**config.mk**
```make
export PLATFORM = sky130hd
export DESIGN_NAME = spf_framer
export DESIGN_NICKNAME = d
export VERILOG_FILES = /design/src/hw/spf_pkg.sv /design/src/hw/spf_framer.sv
export SDC_FILE = /design/constraint.sdc
export NUM_CORES = 2
export LEC_CHECK = 0
export BUFFER_PORTS_ARGS = -buffer_cell sky130_fd_sc_hd__buf_2
export CORE_ASPECT_RATIO = 0.9
export CORE_MARGIN = 4
export CORE_UTILIZATION = 53
export CTS_CLUSTER_DIAMETER = 200
export DETAILED_ROUTE_END_ITERATION = 8
export PLACE_DENSITY = 0.75
export SYNTH_ARGS = -nofsm -noshare
export SYNTH_HDL_FRONTEND = slang
export SYNTH_SLANG_ARGS = --single-unit
```
**constraint.sdc**
```tcl
create_clock -name sys_clk -period 116.7 [get_ports sys_clk]
set_input_delay 11.67 -clock sys_clk [delete_from_list [all_inputs] [get_ports sys_clk]]
set_output_delay 11.67 -clock sys_clk [all_outputs]
set_load 0.005 [all_outputs]
```
**src/hw/spf_pkg.sv**
```systemverilog
// Constants, types and checksum helper for the serial packet framer
package spf_pkg;
	localparam logic [7:0]  START_CODE       = 8'h5A;
	localparam logic [7:0]  FRAME_OK_CODE    = 8'hA1;
	localparam logic [7:0]  FRAME_RESEND_CODE = 8'hA2;
	localparam logic [7:0]  PHASE_ABORT_CODE = 8'hA3;
	localparam logic [7:0]  FRAME_CMD_CODE   = 8'hA4;
	localparam logic [7:0]  FRAME_BULK_CODE  = 8'hA5;
	localparam logic [7:0]  PROBE_CODE       = 8'hA6;
	localparam logic [7:0]  PROBE_REPLY_CODE = 8'hA7;
	localparam logic [7:0]  GENERAL_REPLY    = 8'hA0;
	localparam logic [7:0]  PROPERTY_REPLY   = 8'hA7;
	localparam logic [7:0]  PROPERTY_QUERY   = 8'h07;
	localparam logic [7:0]  PROTO_NAME       = 8'h50;
	localparam logic [15:0] CRC_POLY         = 16'h1021;
	localparam logic [15:0] MAX_PAYLOAD      = 16'h0020;
	localparam logic [7:0]  MAX_PARAMS       = 8'h07;
	// Register offsets
	localparam logic [6:0]  CTRL_OFS    = 7'h00;
	localparam logic [6:0]  STATUS_OFS  = 7'h04;
	localparam logic [6:0]  RXHDR_OFS   = 7'h08;
	localparam logic [6:0]  VERSION_OFS = 7'h0C;
	localparam logic [6:0]  OPTION_OFS  = 7'h10;
	localparam logic [6:0]  COUNT_OFS   = 7'h14;
	localparam logic [1:0]  RXPAR_SEL   = 2'h1;
	// Field positions
	localparam int CTL_SEND  = 0;
	localparam int CTL_PROP  = 1;
	localparam int CTL_CNT   = 8;
	localparam int ST_LINK   = 0;
	localparam int ST_CMD    = 1;
	localparam int ST_BADTAG = 2;
	localparam int ST_ABORT  = 3;
	localparam int ST_BUSY   = 4;
	localparam int ST_WAIT   = 5;
	localparam int ST_DFLAG  = 6;
	// Reset values
	localparam logic [23:0] VER_RST = 24'h01_01_00;
	localparam logic [15:0] OPT_RST = 16'h0000;
	localparam logic [2:0]  CNT_RST = 3'h2;

	typedef struct packed {
		logic [6:0]  addr;
		logic [31:0] wdata;
		logic        wr;
		logic        rd;
	} spf_bus_type;

	typedef struct packed {
		logic       valid;
		logic [7:0] data;
	} spf_byte_type;

	typedef enum logic [2:0] {
		RX_IDLE = 3'b000,
		RX_TYPE = 3'b001,
		RX_LEN0 = 3'b010,
		RX_LEN1 = 3'b011,
		RX_CRC0 = 3'b100,
		RX_CRC1 = 3'b101,
		RX_PAY  = 3'b110
	} spf_rx_type;

	typedef enum logic [1:0] {
		TX_IDLE = 2'b00,
		TX_CALC = 2'b01,
		TX_SEND = 2'b10
	} spf_tx_type;

	function automatic logic [15:0] spf_crc_step(input logic [15:0] c,
		input logic [7:0] b);
		logic [15:0] r;
		r = c ^ {b, 8'h00};
		for (int i = 0; i < 8; i++) begin
			r = r[15] ? ({r[14:0], 1'b0} ^ CRC_POLY) : {r[14:0], 1'b0};
		end
		return r;
	endfunction

	function automatic logic spf_tag_ok(input logic [7:0] t);
		case (t)
			8'h01, 8'h02, 8'h04, 8'h05, 8'h06, 8'h07, 8'h09,
			8'h0B, 8'h0C, 8'h0D, 8'h0E, 8'h0F, 8'h10: return 1'b1;
			default: return 1'b0;
		endcase
	endfunction
endpackage

```
**src/hw/spf_framer.sv**
```systemverilog
// Serial packet framer: frame parser, acknowledger and reply framer
//
// Behaviour
// Frame is start 0x5A, type, length, checksum, then payload from byte six.
// Length is 16 bits and counts payload bytes only.
// Checksum covers start, type, length, payload; skips checksum bytes.
// Checksum starts at zero, byte into top, eight shifts with 0x1021.
// Sync frame is only start byte and a 0xAn type byte.
// Type 0xA1 says previous packet arrived intact.
// Type 0xA2 says previous packet corrupted; sender resends it.
// Type 0xA3 says data phase is aborted.
// Type 0xA4 carries a command payload, 0xA5 a data payload.
// Type 0xA6 is a liveness probe from the peer.
// Device answers a probe with 0xA7 plus version and option bytes.
// Command packet is at most 32 bytes: header plus seven words.
// Header holds tag, flags, reserved zero byte, parameter count.
// Exactly parameter-count words follow the header.
// Device replies using the same command packet layout.
// Command and data packets always travel inside a frame.
// Device recognises only the listed command tags.
// General reply uses 0xA0; property reply only for property queries.
// Flag bit 0 set means data packets follow the command.
// Data phase size comes from a parameter word, not the flags.
// Multi-byte fields travel least significant byte first.
// Host probes and gets the reply before any other packet.
// Property query reply carries tag 0xA7 in header byte 0.
// Receiver skips bytes until start; bad checksum answered with resend.
// Length above 32 bytes is treated as corrupt and answered with resend.
`timescale 1ns/100ps
module spf_framer #(
	parameter logic [23:0] VER_INIT = spf_pkg::VER_RST,
	parameter logic [15:0] OPT_INIT = spf_pkg::OPT_RST
) (
	input  wire logic                 sys_clk,
	input  wire logic                 rst,
	input  spf_pkg::spf_bus_type      reg_req,
	output logic [31:0]               reg_rdata,
	input  spf_pkg::spf_byte_type     rx_in,
	output logic                      tx_valid,
	output logic [7:0]                tx_data,
	input  wire logic                 tx_ready
);

	typedef struct packed {
		spf_pkg::spf_rx_type rx_st;
		logic [7:0]          rx_type;
		logic [15:0]         rx_len;
		logic [15:0]         rx_crc;
		logic [15:0]         rx_calc;
		logic [15:0]         rx_cnt;
		logic [31:0][7:0]    rx_pl;
		logic [31:0][7:0]    cmd;
		logic                linked;
		logic                cmd_new;
		logic                bad_tag;
		logic                abort_seen;
		logic                wait_ack;
		logic                flag_data;
		logic [15:0]         nak_cnt;
		logic [15:0]         data_cnt;
		logic                ack_req;
		logic                nak_req;
		logic                ping_req;
		logic                reply_req;
		spf_pkg::spf_tx_type tx_st;
		logic [39:0][7:0]    tx_buf;
		logic [5:0]          tx_len;
		logic [5:0]          tx_idx;
		logic [5:0]          tx_crcpos;
		logic [15:0]         tx_crc;
		logic                ctl_prop;
		logic [2:0]          ctl_cnt;
		logic [23:0]         ver;
		logic [15:0]         opt;
		logic [6:0][31:0]    tparam;
		logic [31:0]         rdata;
	} spf_state_type;

	spf_state_type q, n;
	logic       fin;
	logic       bad;
	logic       go_s;
	logic       go_p;
	logic       go_r;
	logic [7:0] pcnt;
	logic [7:0] rtag;
	logic [5:0] rlen;

	always_comb begin
		n    = q;
		fin  = 1'b0;
		bad  = 1'b0;
		go_s = 1'b0;
		go_p = 1'b0;
		go_r = 1'b0;
		pcnt = 8'h00;
		// Property reply tag is only allowed after a property query
		rtag = (q.ctl_prop && q.cmd[0] == spf_pkg::PROPERTY_QUERY) ?
			spf_pkg::PROPERTY_REPLY : spf_pkg::GENERAL_REPLY;
		rlen = {1'b0, q.ctl_cnt, 2'b00} + 6'd4;

		// Transmit side runs first so that later sets win over its clears
		unique case (q.tx_st)
			spf_pkg::TX_IDLE: begin
				n.tx_idx = 6'd0;
				n.tx_crc = 16'h0000;
				if (q.nak_req || q.ack_req) begin
					go_s = 1'b1;
					n.tx_buf = '0;
					n.tx_buf[0] = spf_pkg::START_CODE;
					n.tx_buf[1] = q.nak_req ? spf_pkg::FRAME_RESEND_CODE :
						spf_pkg::FRAME_OK_CODE;
					if (q.nak_req)
						n.nak_req = 1'b0;
					else
						n.ack_req = 1'b0;
					n.tx_len = 6'd2;
					n.tx_crcpos = 6'd62;
					n.tx_st = spf_pkg::TX_SEND;
				end else if (q.ping_req) begin
					go_p = 1'b1;
					n.tx_buf = '0;
					n.tx_buf[0] = spf_pkg::START_CODE;
					n.tx_buf[1] = spf_pkg::PROBE_REPLY_CODE;
					n.tx_buf[4:2] = {q.ver[23:16], q.ver[15:8], q.ver[7:0]};
					n.tx_buf[5] = spf_pkg::PROTO_NAME;
					n.tx_buf[7:6] = {q.opt[15:8], q.opt[7:0]};
					n.ping_req = 1'b0;
					n.tx_len = 6'd10;
					n.tx_crcpos = 6'd8;
					n.tx_st = spf_pkg::TX_CALC;
				end else if (q.reply_req) begin
					go_r = 1'b1;
					n.tx_buf = '0;
					n.tx_buf[0] = spf_pkg::START_CODE;
					n.tx_buf[1] = spf_pkg::FRAME_CMD_CODE;
					n.tx_buf[2] = {2'b00, rlen};
					n.tx_buf[9:6] = {5'h00, q.ctl_cnt, 16'h0000, rtag};
					for (int k = 0; k < 7; k++) begin
						n.tx_buf[10 + 4 * k +: 4] = q.tparam[k];
					end
					n.reply_req = 1'b0;
					n.wait_ack = 1'b1;
					n.tx_len = rlen + 6'd6;
					n.tx_crcpos = 6'd4;
					n.tx_st = spf_pkg::TX_CALC;
				end
			end
			spf_pkg::TX_CALC: begin
				if (q.tx_idx != q.tx_crcpos && q.tx_idx != q.tx_crcpos + 6'd1)
					n.tx_crc = spf_pkg::spf_crc_step(q.tx_crc,
						q.tx_buf[q.tx_idx]);
				n.tx_idx = q.tx_idx + 6'd1;
				if (q.tx_idx == q.tx_len - 6'd1) begin
					n.tx_buf[q.tx_crcpos] = n.tx_crc[7:0];
					n.tx_buf[q.tx_crcpos + 6'd1] = n.tx_crc[15:8];
					n.tx_idx = 6'd0;
					n.tx_st = spf_pkg::TX_SEND;
				end
			end
			spf_pkg::TX_SEND: begin
				if (tx_ready) begin
					// Shifting keeps the outgoing byte in a flip-flop
					n.tx_buf = {8'h00, q.tx_buf[39:1]};
					n.tx_idx = q.tx_idx + 6'd1;
					if (q.tx_idx == q.tx_len - 6'd1)
						n.tx_st = spf_pkg::TX_IDLE;
				end
			end
			default: n.tx_st = spf_pkg::TX_IDLE;
		endcase

		// Register bus
		n.rdata = 32'h0000_0000;
		if (reg_req.rd) begin
			if (reg_req.addr[6])
				n.rdata = (reg_req.addr[4:2] == 3'h7) ? 32'h0 :
					q.tparam[reg_req.addr[4:2]];
			else if (reg_req.addr[6:5] == spf_pkg::RXPAR_SEL)
				n.rdata = (reg_req.addr[4:2] == 3'h7) ? 32'h0 :
					q.cmd[4 + 4 * reg_req.addr[4:2] +: 4];
			else begin
				case (reg_req.addr)
					spf_pkg::CTRL_OFS: begin
						n.rdata[spf_pkg::CTL_PROP] = q.ctl_prop;
						n.rdata[spf_pkg::CTL_CNT +: 3] = q.ctl_cnt;
					end
					spf_pkg::STATUS_OFS: begin
						n.rdata[spf_pkg::ST_LINK] = q.linked;
						n.rdata[spf_pkg::ST_CMD] = q.cmd_new;
						n.rdata[spf_pkg::ST_BADTAG] = q.bad_tag;
						n.rdata[spf_pkg::ST_ABORT] = q.abort_seen;
						n.rdata[spf_pkg::ST_BUSY] =
							q.tx_st != spf_pkg::TX_IDLE;
						n.rdata[spf_pkg::ST_WAIT] = q.wait_ack;
						n.rdata[spf_pkg::ST_DFLAG] = q.flag_data;
					end
					spf_pkg::RXHDR_OFS:   n.rdata = q.cmd[3:0];
					spf_pkg::VERSION_OFS: n.rdata = {8'h00, q.ver};
					spf_pkg::OPTION_OFS:  n.rdata = {16'h0000, q.opt};
					spf_pkg::COUNT_OFS:   n.rdata = {q.data_cnt, q.nak_cnt};
					default:              n.rdata = 32'h0000_0000;
				endcase
			end
		end
		if (reg_req.wr) begin
			if (reg_req.addr[6] && reg_req.addr[4:2] != 3'h7)
				n.tparam[reg_req.addr[4:2]] = reg_req.wdata;
			case (reg_req.addr)
				spf_pkg::CTRL_OFS: begin
					n.ctl_prop = reg_req.wdata[spf_pkg::CTL_PROP];
					// Counts above seven would overrun a 32-byte packet
					n.ctl_cnt = reg_req.wdata[spf_pkg::CTL_CNT +: 3];
					if (reg_req.wdata[spf_pkg::CTL_SEND])
						n.reply_req = 1'b1;
				end
				spf_pkg::STATUS_OFS: begin
					if (reg_req.wdata[spf_pkg::ST_CMD])
						n.cmd_new = 1'b0;
					if (reg_req.wdata[spf_pkg::ST_BADTAG])
						n.bad_tag = 1'b0;
					if (reg_req.wdata[spf_pkg::ST_ABORT])
						n.abort_seen = 1'b0;
				end
				spf_pkg::VERSION_OFS: n.ver = reg_req.wdata[23:0];
				spf_pkg::OPTION_OFS:  n.opt = reg_req.wdata[15:0];
				default: ;
			endcase
		end

		// Receive side
		if (rx_in.valid) begin
			n.rx_calc = spf_pkg::spf_crc_step(q.rx_calc, rx_in.data);
			unique case (q.rx_st)
				spf_pkg::RX_IDLE: begin
					n.rx_calc = spf_pkg::spf_crc_step(16'h0000,
						rx_in.data);
					if (rx_in.data == spf_pkg::START_CODE)
						n.rx_st = spf_pkg::RX_TYPE;
				end
				spf_pkg::RX_TYPE: begin
					n.rx_type = rx_in.data;
					n.rx_st = spf_pkg::RX_IDLE;
					case (rx_in.data)
						// A reply loaded in this same cycle keeps waiting
						spf_pkg::FRAME_OK_CODE: n.wait_ack = go_r;
						spf_pkg::FRAME_RESEND_CODE:
							if (q.wait_ack)
								n.reply_req = 1'b1;
						spf_pkg::PHASE_ABORT_CODE: n.abort_seen = 1'b1;
						spf_pkg::PROBE_CODE: begin
							n.ping_req = 1'b1;
							n.linked = 1'b1;
						end
						spf_pkg::FRAME_CMD_CODE, spf_pkg::FRAME_BULK_CODE:
							n.rx_st = spf_pkg::RX_LEN0;
						default: ;
					endcase
				end
				spf_pkg::RX_LEN0: begin
					n.rx_len[7:0] = rx_in.data;
					n.rx_st = spf_pkg::RX_LEN1;
				end
				spf_pkg::RX_LEN1: begin
					n.rx_len[15:8] = rx_in.data;
					n.rx_st = spf_pkg::RX_CRC0;
				end
				spf_pkg::RX_CRC0: begin
					n.rx_calc = q.rx_calc;
					n.rx_crc[7:0] = rx_in.data;
					n.rx_st = spf_pkg::RX_CRC1;
				end
				spf_pkg::RX_CRC1: begin
					n.rx_calc = q.rx_calc;
					n.rx_crc[15:8] = rx_in.data;
					n.rx_cnt = 16'h0000;
					if (q.rx_len == 16'h0000)
						fin = 1'b1;
					else
						n.rx_st = spf_pkg::RX_PAY;
				end
				spf_pkg::RX_PAY: begin
					// Oversized payload is drained to stay in step
					if (q.rx_cnt < spf_pkg::MAX_PAYLOAD)
						n.rx_pl[q.rx_cnt[4:0]] = rx_in.data;
					n.rx_cnt = q.rx_cnt + 16'h0001;
					if (n.rx_cnt == q.rx_len)
						fin = 1'b1;
				end
				default: n.rx_st = spf_pkg::RX_IDLE;
			endcase
		end
		if (fin) begin
			n.rx_st = spf_pkg::RX_IDLE;
			pcnt = n.rx_pl[3];
			bad = n.rx_calc != n.rx_crc;
			if (n.rx_len > spf_pkg::MAX_PAYLOAD)
				bad = 1'b1;
			if (n.rx_type == spf_pkg::FRAME_CMD_CODE &&
				(pcnt > spf_pkg::MAX_PARAMS ||
				n.rx_len != {6'h00, pcnt, 2'b00} + 16'h0004))
				bad = 1'b1;
			if (bad) begin
				n.nak_req = 1'b1;
				n.nak_cnt = q.nak_cnt + 16'h0001;
			end else begin
				n.ack_req = 1'b1;
				if (n.rx_type == spf_pkg::FRAME_CMD_CODE) begin
					n.cmd = n.rx_pl;
					n.cmd_new = 1'b1;
					n.bad_tag = !spf_pkg::spf_tag_ok(n.rx_pl[0]);
					// Transfer size is left to software via the params
					n.flag_data = n.rx_pl[1][0];
				end else begin
					n.data_cnt = q.data_cnt + 16'h0001;
					if (n.rx_len == 16'h0000)
						n.abort_seen = 1'b1;
				end
			end
		end
	end

	always_ff @(posedge sys_clk or posedge rst) begin
		if (rst) begin
			q <= '0;
			q.ver <= VER_INIT;
			q.opt <= OPT_INIT;
			q.ctl_cnt <= spf_pkg::CNT_RST;
		end else begin
			q <= n;
		end
	end

	assign reg_rdata = q.rdata;
	assign tx_valid  = q.tx_st == spf_pkg::TX_SEND;
	assign tx_data   = q.tx_buf[0];

	property p_start;
		@(posedge sys_clk) disable iff (rst)
		$rose(tx_valid) |-> tx_data == spf_pkg::START_CODE;
	endproperty
	a_start: assert property (p_start) else $error("frame start wrong");

	property p_hunt;
		@(posedge sys_clk) disable iff (rst)
		rx_in.valid && q.rx_st == spf_pkg::RX_IDLE &&
		rx_in.data != spf_pkg::START_CODE |=> q.rx_st == spf_pkg::RX_IDLE;
	endproperty
	a_hunt: assert property (p_hunt) else $error("left hunt early");

	property p_bad;
		@(posedge sys_clk) disable iff (rst)
		fin && (n.rx_calc != n.rx_crc || n.rx_len > spf_pkg::MAX_PAYLOAD)
		|=> q.nak_req && $stable(q.cmd) && q.rx_st == spf_pkg::RX_IDLE &&
		q.nak_cnt == $past(q.nak_cnt) + 16'h0001;
	endproperty
	a_bad: assert property (p_bad) else $error("bad frame not refused");

	property p_probe;
		@(posedge sys_clk) disable iff (rst)
		go_p |=> q.tx_buf[1] == spf_pkg::PROBE_REPLY_CODE && q.tx_len == 6'd10
		##[1:12] tx_valid;
	endproperty
	a_probe: assert property (p_probe) else $error("probe reply wrong");

	property p_resend;
		@(posedge sys_clk) disable iff (rst)
		rx_in.valid && q.rx_st == spf_pkg::RX_TYPE && q.wait_ack &&
		rx_in.data == spf_pkg::FRAME_RESEND_CODE |=> q.reply_req;
	endproperty
	a_resend: assert property (p_resend) else $error("no resend");

	property p_tag;
		@(posedge sys_clk) disable iff (rst)
		go_r |=> q.tx_buf[6] == ($past(q.ctl_prop) &&
		$past(q.cmd[0]) == spf_pkg::PROPERTY_QUERY ? 8'hA7 : 8'hA0);
	endproperty
	a_tag: assert property (p_tag) else $error("reply tag wrong");

	property p_len;
		@(posedge sys_clk) disable iff (rst)
		go_r |=> q.tx_buf[2] == {3'h0, $past(q.ctl_cnt), 2'b00} + 8'h04 &&
		q.tx_buf[3] == 8'h00 && q.tx_len == q.tx_buf[2][5:0] + 6'd6;
	endproperty
	a_len: assert property (p_len) else $error("reply length wrong");

	property p_short;
		@(posedge sys_clk) disable iff (rst)
		go_s |=> q.tx_len == 6'd2 && tx_valid &&
		tx_data == spf_pkg::START_CODE ##1 tx_valid;
	endproperty
	a_short: assert property (p_short) else $error("sync frame wrong");

	property p_cmd;
		@(posedge sys_clk) disable iff (rst)
		fin && !bad && n.rx_type == spf_pkg::FRAME_CMD_CODE |=>
		q.cmd_new && q.ack_req && q.cmd[3] <= spf_pkg::MAX_PARAMS;
	endproperty
	a_cmd: assert property (p_cmd) else $error("command not taken");
endmodule

```
==> out/qor.yml <==
outcome: "finished with violations"
failed_checks: "design-rule violations"
fin_util_pct: 58.5
grt_pass1_vias: 42400
p_leak_nw: 30.9
grt_max_degree: 169
syn-num-nets: 5074
post_cts_resized: 0
finClkSkew_ps: 29.0
synthTopCellsByArea: "dfrtp_1 (53%), mux2_2 (11%), mux4_2 (4.6%)"
multi_input_area_sq_um: 26400
layout.nets: 4967
regArea_sq_um: 32000
via_per_inst: 6.57
muxShareOfSynthArea_pct: 22.4
cp.required_ps: 117340
grt_pass1_wl_um: 269000
fin_crit_ps: 17720
r2r_slack_ps: 109540
hpwl_um: 113000
clock_path_buffers: 3
die_area_sq_um: 120000
drive_gt1_share_pct: 23.2
yosysTopAreaCell: "dfrtp_1"
synth_top_family_by_area: "multiplexers"
clk_pin_slew_ps: 60
die_y_um: 329
cap_violations: 0
grtUsageTotal_pct: 29.5
timing.final.crit_share_pct: 15.2
cts_sinks: 1280
cts_hold_buf: 0
maxSlewViolCount: 0
synth-seq-cells: 1280
clkLatencyLatePin_ps: 760
synth_edf_count: 0
vdd_drop_max_mv: 0.0273
synth_cell_types: 90
gp_congestion: 0.964
path_max_fanout: 167
synth_top_area_share_pct: 52.7
layout_commonest_cell: "dfrtp_1"
whs_ps: 469
synthesis.area_sq_um: 60600
nFillCells: 8914
post_cts_buffers: 0
yosysSeqAreaShare_pct: 52.9
wl_per_cell_um: 27.3
powerDensity_nw_per_um2: 21.3
cts_tree: "built"
min_path_type: "reg2reg"
max_freq_mhz: 56.4
area_delta_synth_final_pct: 9.35
synthCells: 5005
finalSetupViolations: 0
hold_viol_final: 0
synth_xor_area_share_pct: 2.23
rows: 117
syn_area_per_cell_sq_um: 12.1
cts_htree_levels: 4
crit_path_end_kind: "register"
arrival_ps: 18360
worst_pin_slew_ps: 1330
grt_overflow: 0
layout.cells.most_common_list: "dfrtp_1 (1275), mux2_2 (591), nand2_1 (588)"
pin_count: 94
drt-total-wl_um: 177000
die_w_um: 364
ys_warn_count: 0
synth_fa_ha_area_share_pct: 0.330
antenna_found_initial: 16
start_util_pct: 53.5
dr.pass1.iters: 9
setup_tns_ps: 0
cts_root_buf: "clkbuf_16"
ys.flop_type: "dfrtp_1"
synth_compound_area_share_pct: 10.4
grt_setup_unrepaired: "no"
portBuffers: 93
setup.worst_path.start_class: "input port"
ant_nets: 0
critPathKind: "in2reg"
drc_errors: 2
slew_headroom_pct: 10.9
numCtsBuffers: 136
coreArea_sq_um: 113000
num_vias: 42700
synth-async-reset-ratio_pct: 100
synth-simple-area-share_pct: 7.98
drtIter0Drc: 5599
==> logic make-up (layout without fill, tap and decap cells) <==
logic type | count (synthesis) | count (layout)
DFF | 1280 | 1280
muxes | 1098 | 1098
and+or+nand+nor | 1072 | 1072
AOI/OAI and AO/OA | 924 | 924
buffers and inverters | 479 | 476
xor gates and xnor gates | 136 | 136
adders and majority gates | 16 | 16
other | 0 | 12
==> routing by layer <==
metal  global-route usage [%]  wire (um)  vias up
met1                     41.5      73200    22100
li1                         -          -    18000
met5                        0         52        -
met4                     12.1       7430        8
met3                     8.85      19000      389
met2                     43.0      77800     2245
==> sequential cells by signal (all words and copies together) (netlist names) <==
name,flops
tx_data,8
q,1240
reg_rdata,32
==> path summary, 6_finish.rpt <==
kind                       startpoint  endpoint  cells after the start
max                          rx_in[8]    q[809]                     15
min                            q[697]    q[697]                      1
max reg2reg                   q[1283]    q[809]                     14
min reg2reg                    q[697]    q[697]                      1
max in group asynchronous         rst    q[217]                      7
min in group asynchronous         rst   q[1236]                      2
==> through the flow <==
step / cells / power [mW] / setup slack, ps / instance area, sq um
2_1_floorplan: 5005 / 0.841 / 68960 / 60600
3_3_place_gp: 6247 / 0.952 / 98480 / 61700
3_5_place_dp: 6247 / 0.963 / 98410 / 61700
4_1_cts: 6489 / 1.40 / 99210 / 66200
5_1_grt: 6494 / 1.47 / 98740 / 66300
6_report: 6501 / 1.41 / 98980 / 66300
==> report_power, final <==
| group | leakage [nW] | switching (mW) | total, mW | internal (mW) |
|---|---|---|---|---|
| clock network | 2.25 | 0.182 | 0.441 | 0.259 |
| registers | 17.2 | 0.0603 | 0.568 | 0.508 |
| logic | 11.5 | 0.264 | 0.404 | 0.140 |
==> synthesized netlist by cell type, types with 8 or more instances <==
library cell  number
a211oi_1          11
a21o_1             9
a21oi_1          116
a221o_1           18
a221oi_1          34
a222oi_1          19
a22o_1            30
a22oi_1          287
a31oi_1           11
and2_1            23
and3_1            21
buf_1             48
buf_2             37
buf_4             52
buf_6             32
clkbuf_1         245
dfrtp_1         1277
ha_1              16
inv_1             60
mux2_1           229
mux2_2           591
mux2i_1          153
mux4_2           125
nand2_1          589
nand2b_1          26
nand3_1           56
nand4_1           25
nor2_1           178
nor2b_1           28
nor3_1            35
nor3b_1           11
nor4_1            18
o211ai_1          51
o21ai_0          236
o221ai_1          10
o22ai_1           16
o31ai_1           14
or3_1             12
or4_1              8
xnor2_1           78
xnor3_1            9
xor2_1            46
==> final cells by class <==
class | count | share of cell area, %
Sequential cell | 1280 | 48.3
Clock buffer | 206 | 6.16
Inverter | 61 | 0.357
Multi-Input combinational cell | 3246 | 39.8
Tap cell | 1487 | 2.81
Antenna cell | 12 | 0.0453
Timing Repair Buffer | 173 | 1.70
Clock inverter | 36 | 0.761
==> worst max-delay path: stages <==
cell     delay [ps]
buf_2           410
and4b_1         660
nand2_1         420
nor2_1          790
mux2i_1         400
inv_1           100
ha_1            320
xnor2_1         170
nand3_1          90
a21oi_1         130
a41oi_1         150
and4b_4         910
buf_4           700
buf_12          710
mux2_2          420
(Power assumes the default switching activity.)
